File: config.mk
export PLATFORM = sky130hd
export DESIGN_NAME = gcsl_global_config
export DESIGN_NICKNAME = d
export VERILOG_FILES = /design/src/core/gcsl_global_config.v
export VERILOG_INCLUDE_DIRS = /design/src /design/src/common
export SDC_FILE = /design/constraint.sdc
export NUM_CORES = 1
export LEC_CHECK = 0
export ABC_AREA = 1
export BUFFER_PORTS_ARGS = -buffer_cell sky130_fd_sc_hd__buf_2
export CAP_MARGIN = 20
export CORE_MARGIN = 4
export CORE_UTILIZATION = 43
export CTS_CLUSTER_DIAMETER = 120
export DETAILED_ROUTE_END_ITERATION = 10
export PLACE_DENSITY_LB_ADDON = 0.1
export SLEW_MARGIN = 40
export SYNTH_ARGS = -nofsm -noshare
export SYNTH_HDL_FRONTEND = slang
export SYNTH_SLANG_ARGS = --single-unit
export TNS_END_PERCENT = 20
File: constraint.sdc
create_clock -name mclk_in -period 2.7 [get_ports mclk_in]
set_clock_uncertainty 0.15 [all_clocks]
set_input_delay 0.135 -clock mclk_in [delete_from_list [all_inputs] [get_ports mclk_in]]
set_output_delay 0.135 -clock mclk_in [all_outputs]
set_load 0.05 [all_outputs]
File: src/common/gcsl_map.vh
`ifndef GCSL_MAP_VH
`define GCSL_MAP_VH

// register offset and reset value
`define GCSL_GCFG_ADDR 8'h00
`define GCSL_GCFG_RESET 8'h00
// field positions
`define GCSL_DBG_DIS_BIT 0
`define GCSL_WAKE_SEL_BIT 1
// stack defaults
`define GCSL_RAM_END 16'h03ff
`define GCSL_ROLL_LIMIT 16'h0200

`endif

File: src/core/gcsl_global_config.v
// Overview of operation
// reset clears whole configuration register
// bit 0 one frees debug pin
// debug mode keeps pin from gpio
// wake select zero returns to main
// wake select one returns to wait
// both fields software read and write
// bits 7 to 2 read zero
// push below limit reloads ram end
// pointer arithmetic never rolls over
// limit and ram end are parameters
`timescale 1ns/1ps
`default_nettype none
`include "gcsl_map.vh"

module gcsl_global_config #(
  parameter [15:0] RAM_END = `GCSL_RAM_END,
  parameter [15:0] ROLL_LIMIT = `GCSL_ROLL_LIMIT,
  parameter ROLL_EN = 1
) (
  // clock and reset
  input wire mclk_in,
  input wire srst_in,
  // register port
  input wire [7:0] addr_in,
  input wire [7:0] wdata_in,
  input wire wr_in,
  input wire rd_in,
  output reg [7:0] rdata_out,
  // debug pin sharing
  input wire gpio_req_in,
  input wire gpio_o_in,
  input wire gpio_oe_n_in,
  output reg pin_o_out,
  output reg pin_oe_n_out,
  output reg single_wire_debug_link_en_out,
  // interrupt return
  input wire interrupt_return_instr_in,
  output reg resume_main_out,
  output reg reenter_wait_out,
  // stack pointer update
  input wire sp_push_in,
  input wire sp_arith_in,
  input wire [15:0] sp_next_in,
  output reg [15:0] sp_out
);

  // field positions and reset image of the configuration register
  // limitation: one mapped register, so decode is a single compare
  localparam integer WAKE_BIT = `GCSL_WAKE_SEL_BIT;
  localparam integer DBG_BIT = `GCSL_DBG_DIS_BIT;
  localparam [7:0] GCFG_ADDR = `GCSL_GCFG_ADDR;
  localparam [7:0] GCFG_RST = `GCSL_GCFG_RESET;
  // reset value of the two live fields
  localparam [0:0] WAKE_RST = GCFG_RST[WAKE_BIT];
  localparam [0:0] DBG_RST = GCFG_RST[DBG_BIT];
  // pin levels while the debug link keeps the pin
  localparam [0:0] PIN_IDLE = 1'b0;
  localparam [0:0] OE_N_OFF = 1'b1;

  // configuration fields, written only by software
  reg wake_sel_r;
  reg wake_sel_nxt;
  reg dbg_dis_r;
  reg dbg_dis_nxt;

  // bus decode for the single mapped offset
  wire gcfg_hit;
  wire gcfg_wr;
  wire gcfg_rd;

  // read path
  reg [7:0] gcfg_image;
  reg [7:0] rdata_nxt;

  // pin sharing between debug link and gpio
  wire gpio_owns_pin;
  reg link_en_nxt;
  reg pin_o_nxt;
  reg pin_oe_n_nxt;

  // interrupt return actions
  reg resume_nxt;
  reg reenter_nxt;

  // stack pointer
  wire roll_on;
  wire roll_hit;
  reg [15:0] sp_nxt;

  // other offsets are ignored on write and read as zero
  assign gcfg_hit = (addr_in == GCFG_ADDR);
  assign gcfg_wr = wr_in & gcfg_hit;
  assign gcfg_rd = rd_in & gcfg_hit;

  // configuration next value, software is the only writer
  always @* begin
    wake_sel_nxt = wake_sel_r;
    dbg_dis_nxt = dbg_dis_r;
    if (gcfg_wr) begin
      wake_sel_nxt = wdata_in[WAKE_BIT];
      dbg_dis_nxt = wdata_in[DBG_BIT];
    end
  end

  // configuration register, cleared by reset
  always @(posedge mclk_in) begin
    if (srst_in) begin
      wake_sel_r <= WAKE_RST;
      dbg_dis_r <= DBG_RST;
    end else begin
      wake_sel_r <= wake_sel_nxt;
      dbg_dis_r <= dbg_dis_nxt;
    end
  end

  // image as software sees it, reserved bits held low
  always @* begin
    gcfg_image = 8'h00;
    gcfg_image[WAKE_BIT] = wake_sel_r;
    gcfg_image[DBG_BIT] = dbg_dis_r;
  end

  // read data stands one cycle after the strobe, zero otherwise
  always @* begin
    rdata_nxt = 8'h00;
    if (gcfg_rd) begin
      rdata_nxt = gcfg_image;
    end
  end

  // registered read data
  always @(posedge mclk_in) begin
    if (srst_in) begin
      rdata_out <= 8'h00;
    end else begin
      rdata_out <= rdata_nxt;
    end
  end

  // gpio gets the pin only once the debug link is disabled
  assign gpio_owns_pin = dbg_dis_r & gpio_req_in;

  // pin mux next value, a port request alone never wins
  // hazard: gpio must never fight the debug tool on the pin
  always @* begin
    link_en_nxt = ~dbg_dis_r;
    pin_o_nxt = PIN_IDLE;
    pin_oe_n_nxt = OE_N_OFF;
    if (gpio_owns_pin) begin
      pin_o_nxt = gpio_o_in;
      pin_oe_n_nxt = gpio_oe_n_in;
    end
  end

  // registered so the pin never sees a decode glitch
  always @(posedge mclk_in) begin
    if (srst_in) begin
      single_wire_debug_link_en_out <= ~DBG_RST;
      pin_o_out <= PIN_IDLE;
      pin_oe_n_out <= OE_N_OFF;
    end else begin
      single_wire_debug_link_en_out <= link_en_nxt;
      pin_o_out <= pin_o_nxt;
      pin_oe_n_out <= pin_oe_n_nxt;
    end
  end

  // one pulse per executed return, chosen by the wake field
  // re-entry skips the context restore entirely
  always @* begin
    resume_nxt = 1'b0;
    reenter_nxt = 1'b0;
    if (interrupt_return_instr_in) begin
      if (wake_sel_r) begin
        reenter_nxt = 1'b1;
      end else begin
        resume_nxt = 1'b1;
      end
    end
  end

  // registered return actions, no stack pop on re-entry
  always @(posedge mclk_in) begin
    if (srst_in) begin
      resume_main_out <= 1'b0;
      reenter_wait_out <= 1'b0;
    end else begin
      resume_main_out <= resume_nxt;
      reenter_wait_out <= reenter_nxt;
    end
  end

  // roll-over exists only when the build enables it
  assign roll_on = (ROLL_EN != 0);
  // strictly below the limit counts as running off the stack
  assign roll_hit = roll_on & (sp_next_in < ROLL_LIMIT);

  // next pointer, push wins over arithmetic
  // arithmetic never reloads, even far below the limit
  always @* begin
    sp_nxt = sp_out;
    if (sp_push_in) begin
      if (roll_hit) begin
        sp_nxt = RAM_END;
      end else begin
        sp_nxt = sp_next_in;
      end
    end else if (sp_arith_in) begin
      sp_nxt = sp_next_in; // no roll-over here
    end
  end

  // stack pointer register, starts at the ram end
  always @(posedge mclk_in) begin
    if (srst_in) begin
      sp_out <= RAM_END;
    end else begin
      sp_out <= sp_nxt;
    end
  end

endmodule
`default_nettype wire

==> results.yml, run 1 <==
sta:
  fmax_mhz: 668
  whs_ps: 17.1
  hold_violations: 0
  slew_violations: 0
  fin_tns_setup_ps: 0
  finalCritPeriodShare_pct: 55.4
  finalSetupViolations: 0
  rsz0062_at_grt: "false"
  finalCriticalPeriod_ps: 1500
  worst_slew_pin_slew_ps: 578
  slew-limit-headroom_pct: 61.4
power:
  combPwrFrac_pct: 26.0
  share_clk_of_total_power_pct: 22.1
  leakage_uw: 0.000852
  ir_drop_v: 0.000345
  switching_power_uw: 253
  powerDensity_mw_per_mm2: 486
  power_uw: 762
  power.internal_uw: 509
  seq_power_share_pct: 51.9
  p_sw_share_pct: 33.2
synthesis:
  ys_seq_area_share_pct: 49.7
  ys_ff_latch: 25
  synthesis.instances: 140
  avgSynthCellArea_um2: 7.19
  synth_area_mm2: 0.00101
  synth_warnings: 0
  synth_top_area_share_pct: 49.7
  ys_types: 15
  yosysTopAreaCell: "dfxtp_1"
  ys_top_cells_by_area: "dfxtp_1, nand2_1, a21oi_1"
placement:
  io_buffers: 58
  place.gp.congestion: 0.743
  hpwl_um: 1760
clocking:
  clock-sinks: 25
  cts_max_path_buffers: 2
  holdBufCountCts: 25
  ctsResizeCount: 0
  clkTransAtPathRegs_ps: 150
  cts_setup_buffers: 0
  cts_tree: "done"
  cts_root_buf: "clkbuf_4"
  htreeDepth: 1
  cts_buffers: 3
  clk_latency_ps: 320
floorplan:
  start_util_pct: 45.5
  core_mm2: 0.00221
  rows: 17
  die_w_um: 56.4
  die_area_mm2: 0.00318
  io_pins: 71
  die-height_um: 56.4
hold_path:
  min_from: "srst_in"
  hp-class: "in2reg"
detailed_routing:
  drtIter0Drc: 17
  routedWlPerCell_um: 10.5
  vias: 1097
  ant_nets: 0
  drc_errors: 0
  routed_wl_um: 2650
  viasPerCell: 4.37
  drtPass1Iterations: 2
final_layout:
  syn2layout_area_growth_pct: 55.8
  final_common_cell: "buf_2"
  final_cell_mix: "buf_2, nand2_1, dfxtp_1, dlygate4sd3_1, inv_1"
  layout-drive-gt1-share_pct: 30.0
  finalNetCount: 266
  diodes: 0
grt:
  grt_pass1_wl_um: 4490
  grt_remaining_overflow: 0
  grt_pass1_vias: 1067
  globalRouteTotalUtil_pct: 17.4
  grt_max_degree: 20
  antenna_found_initial: 0
worst_setup_path:
  required_ps: 2760
  crit_start: "gpio_oe_n_in"
  arrival_ps: 1560
  rr_startpoint: "dbg_dis_r"
  critPathLaunchType: "input pin"
  critPathKind: "in2reg"
  cp_max_fo: 1
  crit_path_end_kind: "flop"
job:
  maxCapViolCount: 0
run_status:
  status: "finished clean"
-- sequential cells by signal, summed over array words and instances, names as in the netlist --
signal                         cells
wake_sel_r                         1
sp_out                            16
reenter_wait_out                   1
dbg_dis_r                          1
pin_o_out                          1
pin_oe_n_out                       1
rdata_out                          2
single_wire_debug_link_en_out      1
resume_main_out                    1
-- worst paths after layout --
| path | endpoint | slack, ps | depth (start not counted) |
|---|---|---|---|
| max | pin_oe_n_out | 1200 | 4 |
| min | resume_main_out | 20 | 2 |
| max reg2reg | pin_oe_n_out | 1210 | 3 |
| min reg2reg | single_wire_debug_link_en_out | 300 | 1 |
-- power groups by stage --
stage               logic [µW]  clock network [µW]  registers, µW
floorplan                 65.3                   0            467
global placement           170                   0            403
detailed placement         173                   0            403
CTS                        198                 172            395
global route               214                 183            397
finish                     198                 169            395
-- layout make-up --
| class | instances | area [µm²] |
|---|---|---|
| Clock inverter | 1 | 5.00 |
| Sequential cell | 25 | 500 |
| Tap cell | 28 | 35.0 |
| Inverter | 20 | 75.1 |
| Clock buffer | 3 | 22.5 |
| Fill cell | 188 | 643 |
| Multi-Input combinational cell | 91 | 390 |
| Timing Repair Buffer | 83 | 541 |
-- routing by layer --
metal | vias to the layer above | share of wire [%] | track usage [%]
li1 | 583 | - | -
met1 | 477 | 40 | 18.6
met2 | 35 | 52 | 33.6
met3 | 2 | 7.8 | 3.91
met4 | 0 | 0.38 | 5.08
met5 | - | 0 | 0
-- kinds of logic (layout without fill, tap and decap cells) --
family | count (synthesis) | after routing | synth area share (%)
buffers and inverters | 29 | 107 | 13.4
AO/OA/AOI/OAI | 21 | 21 | 10.4
AND/OR/NAND/NOR | 64 | 64 | 26.1
flip-flops | 25 | 25 | 49.7
other | 1 | 6 | 0.372
-- synth_stat cells (all sizes together) --
library cell / number
inv: 20
nor2: 17
conb: 1
nand2: 38
buf: 9
nand3: 4
a21oi: 15
or2: 1
o21ai: 6
dfxtp: 25
nor3: 4
-- through the flow --
step	utilization, %	area (µm²)	setup slack, ps	std cells
6_report	70.9	1570	1200	251
2_1_floorplan	-	1030	1610	145
3_5_place_dp	58.4	1290	1130	222
4_1_cts	70.9	1570	1230	251
5_1_grt	70.9	1570	1150	251
3_3_place_gp	58.4	1290	1160	222
-- worst max-delay path: stages --
cell and delay [ps]:
dlygate4sd3_1 540, buf_2 120, or2_1 220, dlygate4sd3_1 550
No activity file was read; power rests on OpenSTA's default activity.
==> run 2, diff against run 1 <==
--- a/config.mk
+++ b/config.mk
@@ -6,11 +6,11 @@
 export SDC_FILE = /design/constraint.sdc
 export NUM_CORES = 1
 export LEC_CHECK = 0
-export ABC_AREA = 1
+export ABC_AREA = 0
 export BUFFER_PORTS_ARGS = -buffer_cell sky130_fd_sc_hd__buf_2
 export CAP_MARGIN = 20
 export CORE_MARGIN = 4
-export CORE_UTILIZATION = 43
+export CORE_UTILIZATION = 39
 export CTS_CLUSTER_DIAMETER = 120
 export DETAILED_ROUTE_END_ITERATION = 10
 export PLACE_DENSITY_LB_ADDON = 0.1
==> constraint.sdc (replaced) <==
create_clock -name mclk_in -period 1.5 [get_ports mclk_in]
set_clock_uncertainty 0.15 [all_clocks]
set_input_delay 0.075 -clock mclk_in [delete_from_list [all_inputs] [get_ports mclk_in]]
set_output_delay 0.075 -clock mclk_in [all_outputs]
set_load 0.05 [all_outputs]
==> results.yml, run 2 <==
run_status:
  status: "finished clean"
synthesis:
  ys_top_cells_by_count: "dfxtp_1, nor2_1, nand2_1"
  yosysTopAreaCell: "dfxtp_1"
  synth_top_family_by_area: "simple AND/OR/NAND/NOR gates"
  synth_edf_count: 0
  synth_warnings: 0
  yosysMostFrequentCell: "dfxtp_1"
  synth-simple-area-share_pct: 21.7
  ys_seq_area_share_pct: 50.3
  async_reset_ff_share_pct: 0
  synthesis.instances: 107
  synth_xor_area_share_pct: 0
  ys.flop_type: "dfxtp_1"
  synth_top_area_share_pct: 50.3
  synthMuxAreaShare_pct: 2.01
  ys_top_cells_by_area: "dfxtp_1, a211oi_1, o21bai_1"
  avgSynthCellArea_um2: 9.31
  ys_types: 23
  ys_ff_latch: 25
  synthAdderAreaFrac_pct: 0
  synth_area_um2: 996
  synth_compound_area_share_pct: 18.1
clocking:
  htreeDepth: 1
  clock-sinks: 25
  cts_root_buf: "clkbuf_4"
  clk_latency_ps: 310
  clkTransAtPathRegs_ps: 140
  cts_tree: "done"
  cts_buffers: 3
  cts_max_path_buffers: 2
floorplan:
  io_pins: 71
  die_area_mm2: 0.00343
  rows: 18
  start_util_pct: 40.6
  die_w_um: 58.5
  core_mm2: 0.00245
  die-height_um: 58.5
sta:
  fin_ws_ps: 54.1
  fin_tns_setup_ps: 0
  fmax_mhz: 692
  slew_violations: 0
  finalCritPeriodShare_pct: 96.4
  rsz0062_at_grt: "false"
  hold_violations: 0
  finalSetupViolations: 0
  finalCriticalPeriod_ps: 1450
grt:
  grt_max_degree: 18
  grt_remaining_overflow: 0
  antenna_found_initial: 0
  grt_pass1_wl_um: 4330
  grt_pass1_vias: 994
  globalRouteTotalUtil_pct: 16.6
power:
  powerDensity_mw_per_mm2: 817
  leakage_uw: 0.000784
  ir_drop_v: 0.000538
  power_uw: 1350
final_layout:
  instances_no_fill: 227
  layout-drive-gt1-share_pct: 36.5
  utilization_pct: 67.2
  diodes: 0
  final_cell_mix: "buf_2, dlygate4sd3_1, dfxtp_1"
  syn2layout_area_growth_pct: 65.7
  register_area_um2: 502
  finalNetCount: 240
  top_register: "sp_out"
  n_fill_cell: 218
  top_regs: "sp_out: 16 flops, rdata_out: 2 flops"
  final_common_cell: "buf_2"
  multiInputGateArea_um2: 453
  largest_register_ffs: 16
hold_path:
  min_path_cells: 2
  hp-class: "in2reg"
worst_setup_path:
  cp_num_buf_inv: 2
  cp_max_fo: 2
  r2r_cells: 3
  crit_path_end_kind: "flop"
  reg2reg_setup_slack_ps: 90
  critPathLaunchType: "input pin"
  crit_path_top_delay_cell: "dlygate4sd3_1"
  crit_path_cell_trace: "buf_2, nor4_1, and3_1, mux2i_1, dlygate4sd3_1"
  path_depth: 5
  critPathKind: "in2reg"
  required_ps: 1610
  arrival_ps: 1560
  cpPeakStageDelay_ps: 560
  cp_top_family: "buffers and inverters"
detailed_routing:
  drtIter0Drc: 21
  viasPerCell: 4.55
  drtPass1Iterations: 3
  routed_wl_um: 2860
  ant_nets: 0
  routedWlPerCell_um: 12.6
  drc_errors: 0
  vias: 1033
placement:
  place.gp.congestion: 0.667
  hpwl_um: 1790
  io_buffers: 58
  dp_cells: 192
  preCtsSetupSlack_ps: 182
job:
  maxCapViolCount: 0
## run 2: stage by stage
stage / hold WS, ps / instance area (µm²)
3_5_place_dp: 124 / 1300
4_1_cts: 3.34 / 1630
3_3_place_gp: 115 / 1300
5_1_grt: 23.3 / 1650
6_report: 20.1 / 1650
2_1_floorplan: 11.2 / 1010
## run 2: final cells by class
cell class	count	share of cell area, %
clock buffers	3	1.36
clock inverters	1	0.303
inverters	2	0.455
multi-input cells	74	27.4
flip-flops and latches	25	30.4
well taps	30	2.27
repair buffers	92	37.8
## run 2: final timing paths
kind | from | to
worst min register to register | wake_sel_r | resume_main_out
worst min-delay path | srst_in | sp_out[6]
worst max-delay path | addr_in[4] | wake_sel_r
worst max register to register | dbg_dis_r | pin_o_out
## run 2: repair_timing
action                                  CTS  global route
resized for setup                         0             5
buffers inserted                          0             1
endpoints found under the setup margin    0            10
endpoints found under the hold margin    24             0
hold buffers                             30             0
## run 2: logic make-up after synthesis
logic type             count (synthesis)
AO/OA/AOI/OAI                         26
multiplexers                           2
buffers and inverters                 13
flip-flops                            25
other                                  1
AND/OR/NAND/NOR                       40
## run 2: worst reg2reg max path, cell delays in order (launching register included)
cell and delay (ps):
dfxtp_2 340, nor2b_4 120, and3_1 170, dlygate4sd3_1 540
## run 2: layer usage
layer	track usage (%)	part of all wire [%]	vias to the layer above
met3	3.95	7.4	2
met4	4.97	0.49	0
met5	0	0	-
li1	-	-	534
met1	20.4	41	463
met2	28.7	51	34
## run 2: where the power goes
part,leakage [µW],switching [µW],internal [µW]
Clock,0.0000177,195,99.5
Sequential,0.000206,12.5,692
Combinational,0.000560,219,129
Total,0.000784,427,921
==> run 3, diff against run 2 <==
--- a/config.mk
+++ b/config.mk
@@ -13,7 +13,7 @@
 export CORE_UTILIZATION = 39
 export CTS_CLUSTER_DIAMETER = 120
 export DETAILED_ROUTE_END_ITERATION = 10
-export PLACE_DENSITY_LB_ADDON = 0.1
+export PLACE_DENSITY = 0.79
 export SLEW_MARGIN = 40
 export SYNTH_ARGS = -nofsm -noshare
 export SYNTH_HDL_FRONTEND = slang
==> results.yml, run 3 (same netlist as run 2, synthesis figures left out) <==
run_status:
  status: "finished clean"
clocking:
  cts_buffers: 3
  htreeDepth: 1
  cts_max_path_buffers: 2
  cts_root_buf: "clkbuf_4"
  cts_tree: "done"
  clk_latency_ps: 310
  clkTransAtPathRegs_ps: 140
  clock-sinks: 25
sta:
  rsz0062_at_grt: "false"
  hold_violations: 0
  fmax_mhz: 683
  finalCritPeriodShare_pct: 97.6
  fin_tns_setup_ps: 0
  finalCriticalPeriod_ps: 1460
  fin_ws_ps: 35.4
  slew_violations: 0
  finalSetupViolations: 0
final_layout:
  top_regs: "sp_out: 16 flops, rdata_out: 2 flops"
  top_register: "sp_out"
  layout-drive-gt1-share_pct: 36.1
  diodes: 0
  multiInputGateArea_um2: 448
  final_common_cell: "buf_2"
  finalNetCount: 237
  n_fill_cell: 206
  largest_register_ffs: 16
  final_area_mm2: 0.00161
  register_area_um2: 500
  utilization_pct: 65.7
  syn2layout_area_growth_pct: 62.1
  final_cell_mix: "buf_2, dlygate4sd3_1, dfxtp_1"
worst_setup_path:
  critPathLaunchType: "flop"
  r2r_cells: 4
  reg2reg_setup_slack_ps: 40
  rr_startpoint: "dbg_dis_r"
  required_ps: 1610
  crit_path_end_kind: "flop"
  cp_max_fo: 3
  arrival_ps: 1570
  crit_start: "dbg_dis_r"
  r2r_end: "dbg_dis_r"
  critPathKind: "reg2reg"
floorplan:
  die-height_um: 58.5
  io_pins: 71
  rows: 18
  core_mm2: 0.00245
  die_w_um: 58.5
  die_area_mm2: 0.00343
  start_util_pct: 40.6
grt:
  grt-busiest-layer: "met2"
  globalRouteTotalUtil_pct: 18.3
  grt_pass1_vias: 1151
  grt_max_degree: 22
  grtUsageMet3_pct: 5.04
  grt_remaining_overflow: 0
  antenna_found_initial: 0
  grtUsageMet2_pct: 38.3
  gr-usage-met1_pct: 15.2
  grt_pass1_wl_um: 4730
power:
  leakage_uw: 0.000755
  power_uw: 1350
  powerDensity_mw_per_mm2: 834
  ir_drop_v: 0.000592
detailed_routing:
  drtIter0Drc: 8
  routedWlPerCell_um: 13.4
  ant_nets: 0
  routed_wl_um: 3010
  drtPass1Iterations: 4
  viasPerCell: 4.77
  vias: 1069
  drc_errors: 0
placement:
  preCtsSetupSlack_ps: 169
  hpwl_um: 1890
  io_buffers: 58
  post_dp_cell_area_mm2: 0.00128
  place.gp.congestion: 0.688
hold_path:
  min_from: "srst_in"
  hp-class: "in2reg"
  min_path_cells: 2
  whs_endpoint: "sp_out[10]"
job:
  maxCapViolCount: 0
-- run 3: cell count changes in the layout (fill, tap and decap cells not counted) --
cell,previous run,this run
nor2b_2,0,1
dfxtp_2,1,0
dlymetal6s4s_1,1,0
nor2b_4,1,0
dlygate4sd3_1,29,28
buf_4,4,3
dfxtp_1,24,25
-- run 3: area by class of cell --
type | instances | area share [%]
flip-flops and latches | 25 | 31.0
well taps | 30 | 2.33
clock inverters | 1 | 0.310
clock buffers | 3 | 1.40
multi-input cells | 74 | 27.8
repair buffers | 89 | 36.7
inverters | 2 | 0.465
-- run 3: timing repair --
action,4_1_cts,5_1_grt
hold buffers,28,0
resized for setup,0,2
endpoints found under the hold margin,24,0
setup buffers,0,2
setup endpoints to repair,0,13
-- run 3: worst max-delay path by stage --
stage               cells after the start        end
floorplan                               5  sp_out[6]
global placement                        4  sp_out[6]
detailed placement                      4  sp_out[0]
CTS                                     5  dbg_dis_r
global route                            4  dbg_dis_r
finish                                  4  dbg_dis_r
-- run 3: report_power, final --
part | total, µW | internal (µW) | switching (µW)
clock | 299 | 99.6 | 199
combinational | 343 | 124 | 218
sequential | 705 | 692 | 12.8
-- run 3: worst max-delay path, stage by stage, from the launching register on --
cell,delay [ps]
dfxtp_1,330
nor2b_2,160
inv_1,80
mux2i_1,140
dlygate4sd3_1,560
-- run 3: metal layers --
| metal | routed length (µm) | vias to the layer above |
|---|---|---|
| li1 | - | 532 |
| met1 | 970 | 482 |
| met4 | 84 | 0 |
| met3 | 249 | 10 |
| met5 | 0 | - |
| met2 | 1710 | 45 |
-- run 3: metrics by stage --
stage                     cells  hold WS (ps)
after floorplan             112          11.2
after global placement      190           110
after detailed placement    190           147
after CTS                   222          4.68
after global routing        224          23.9
final                       224          7.97
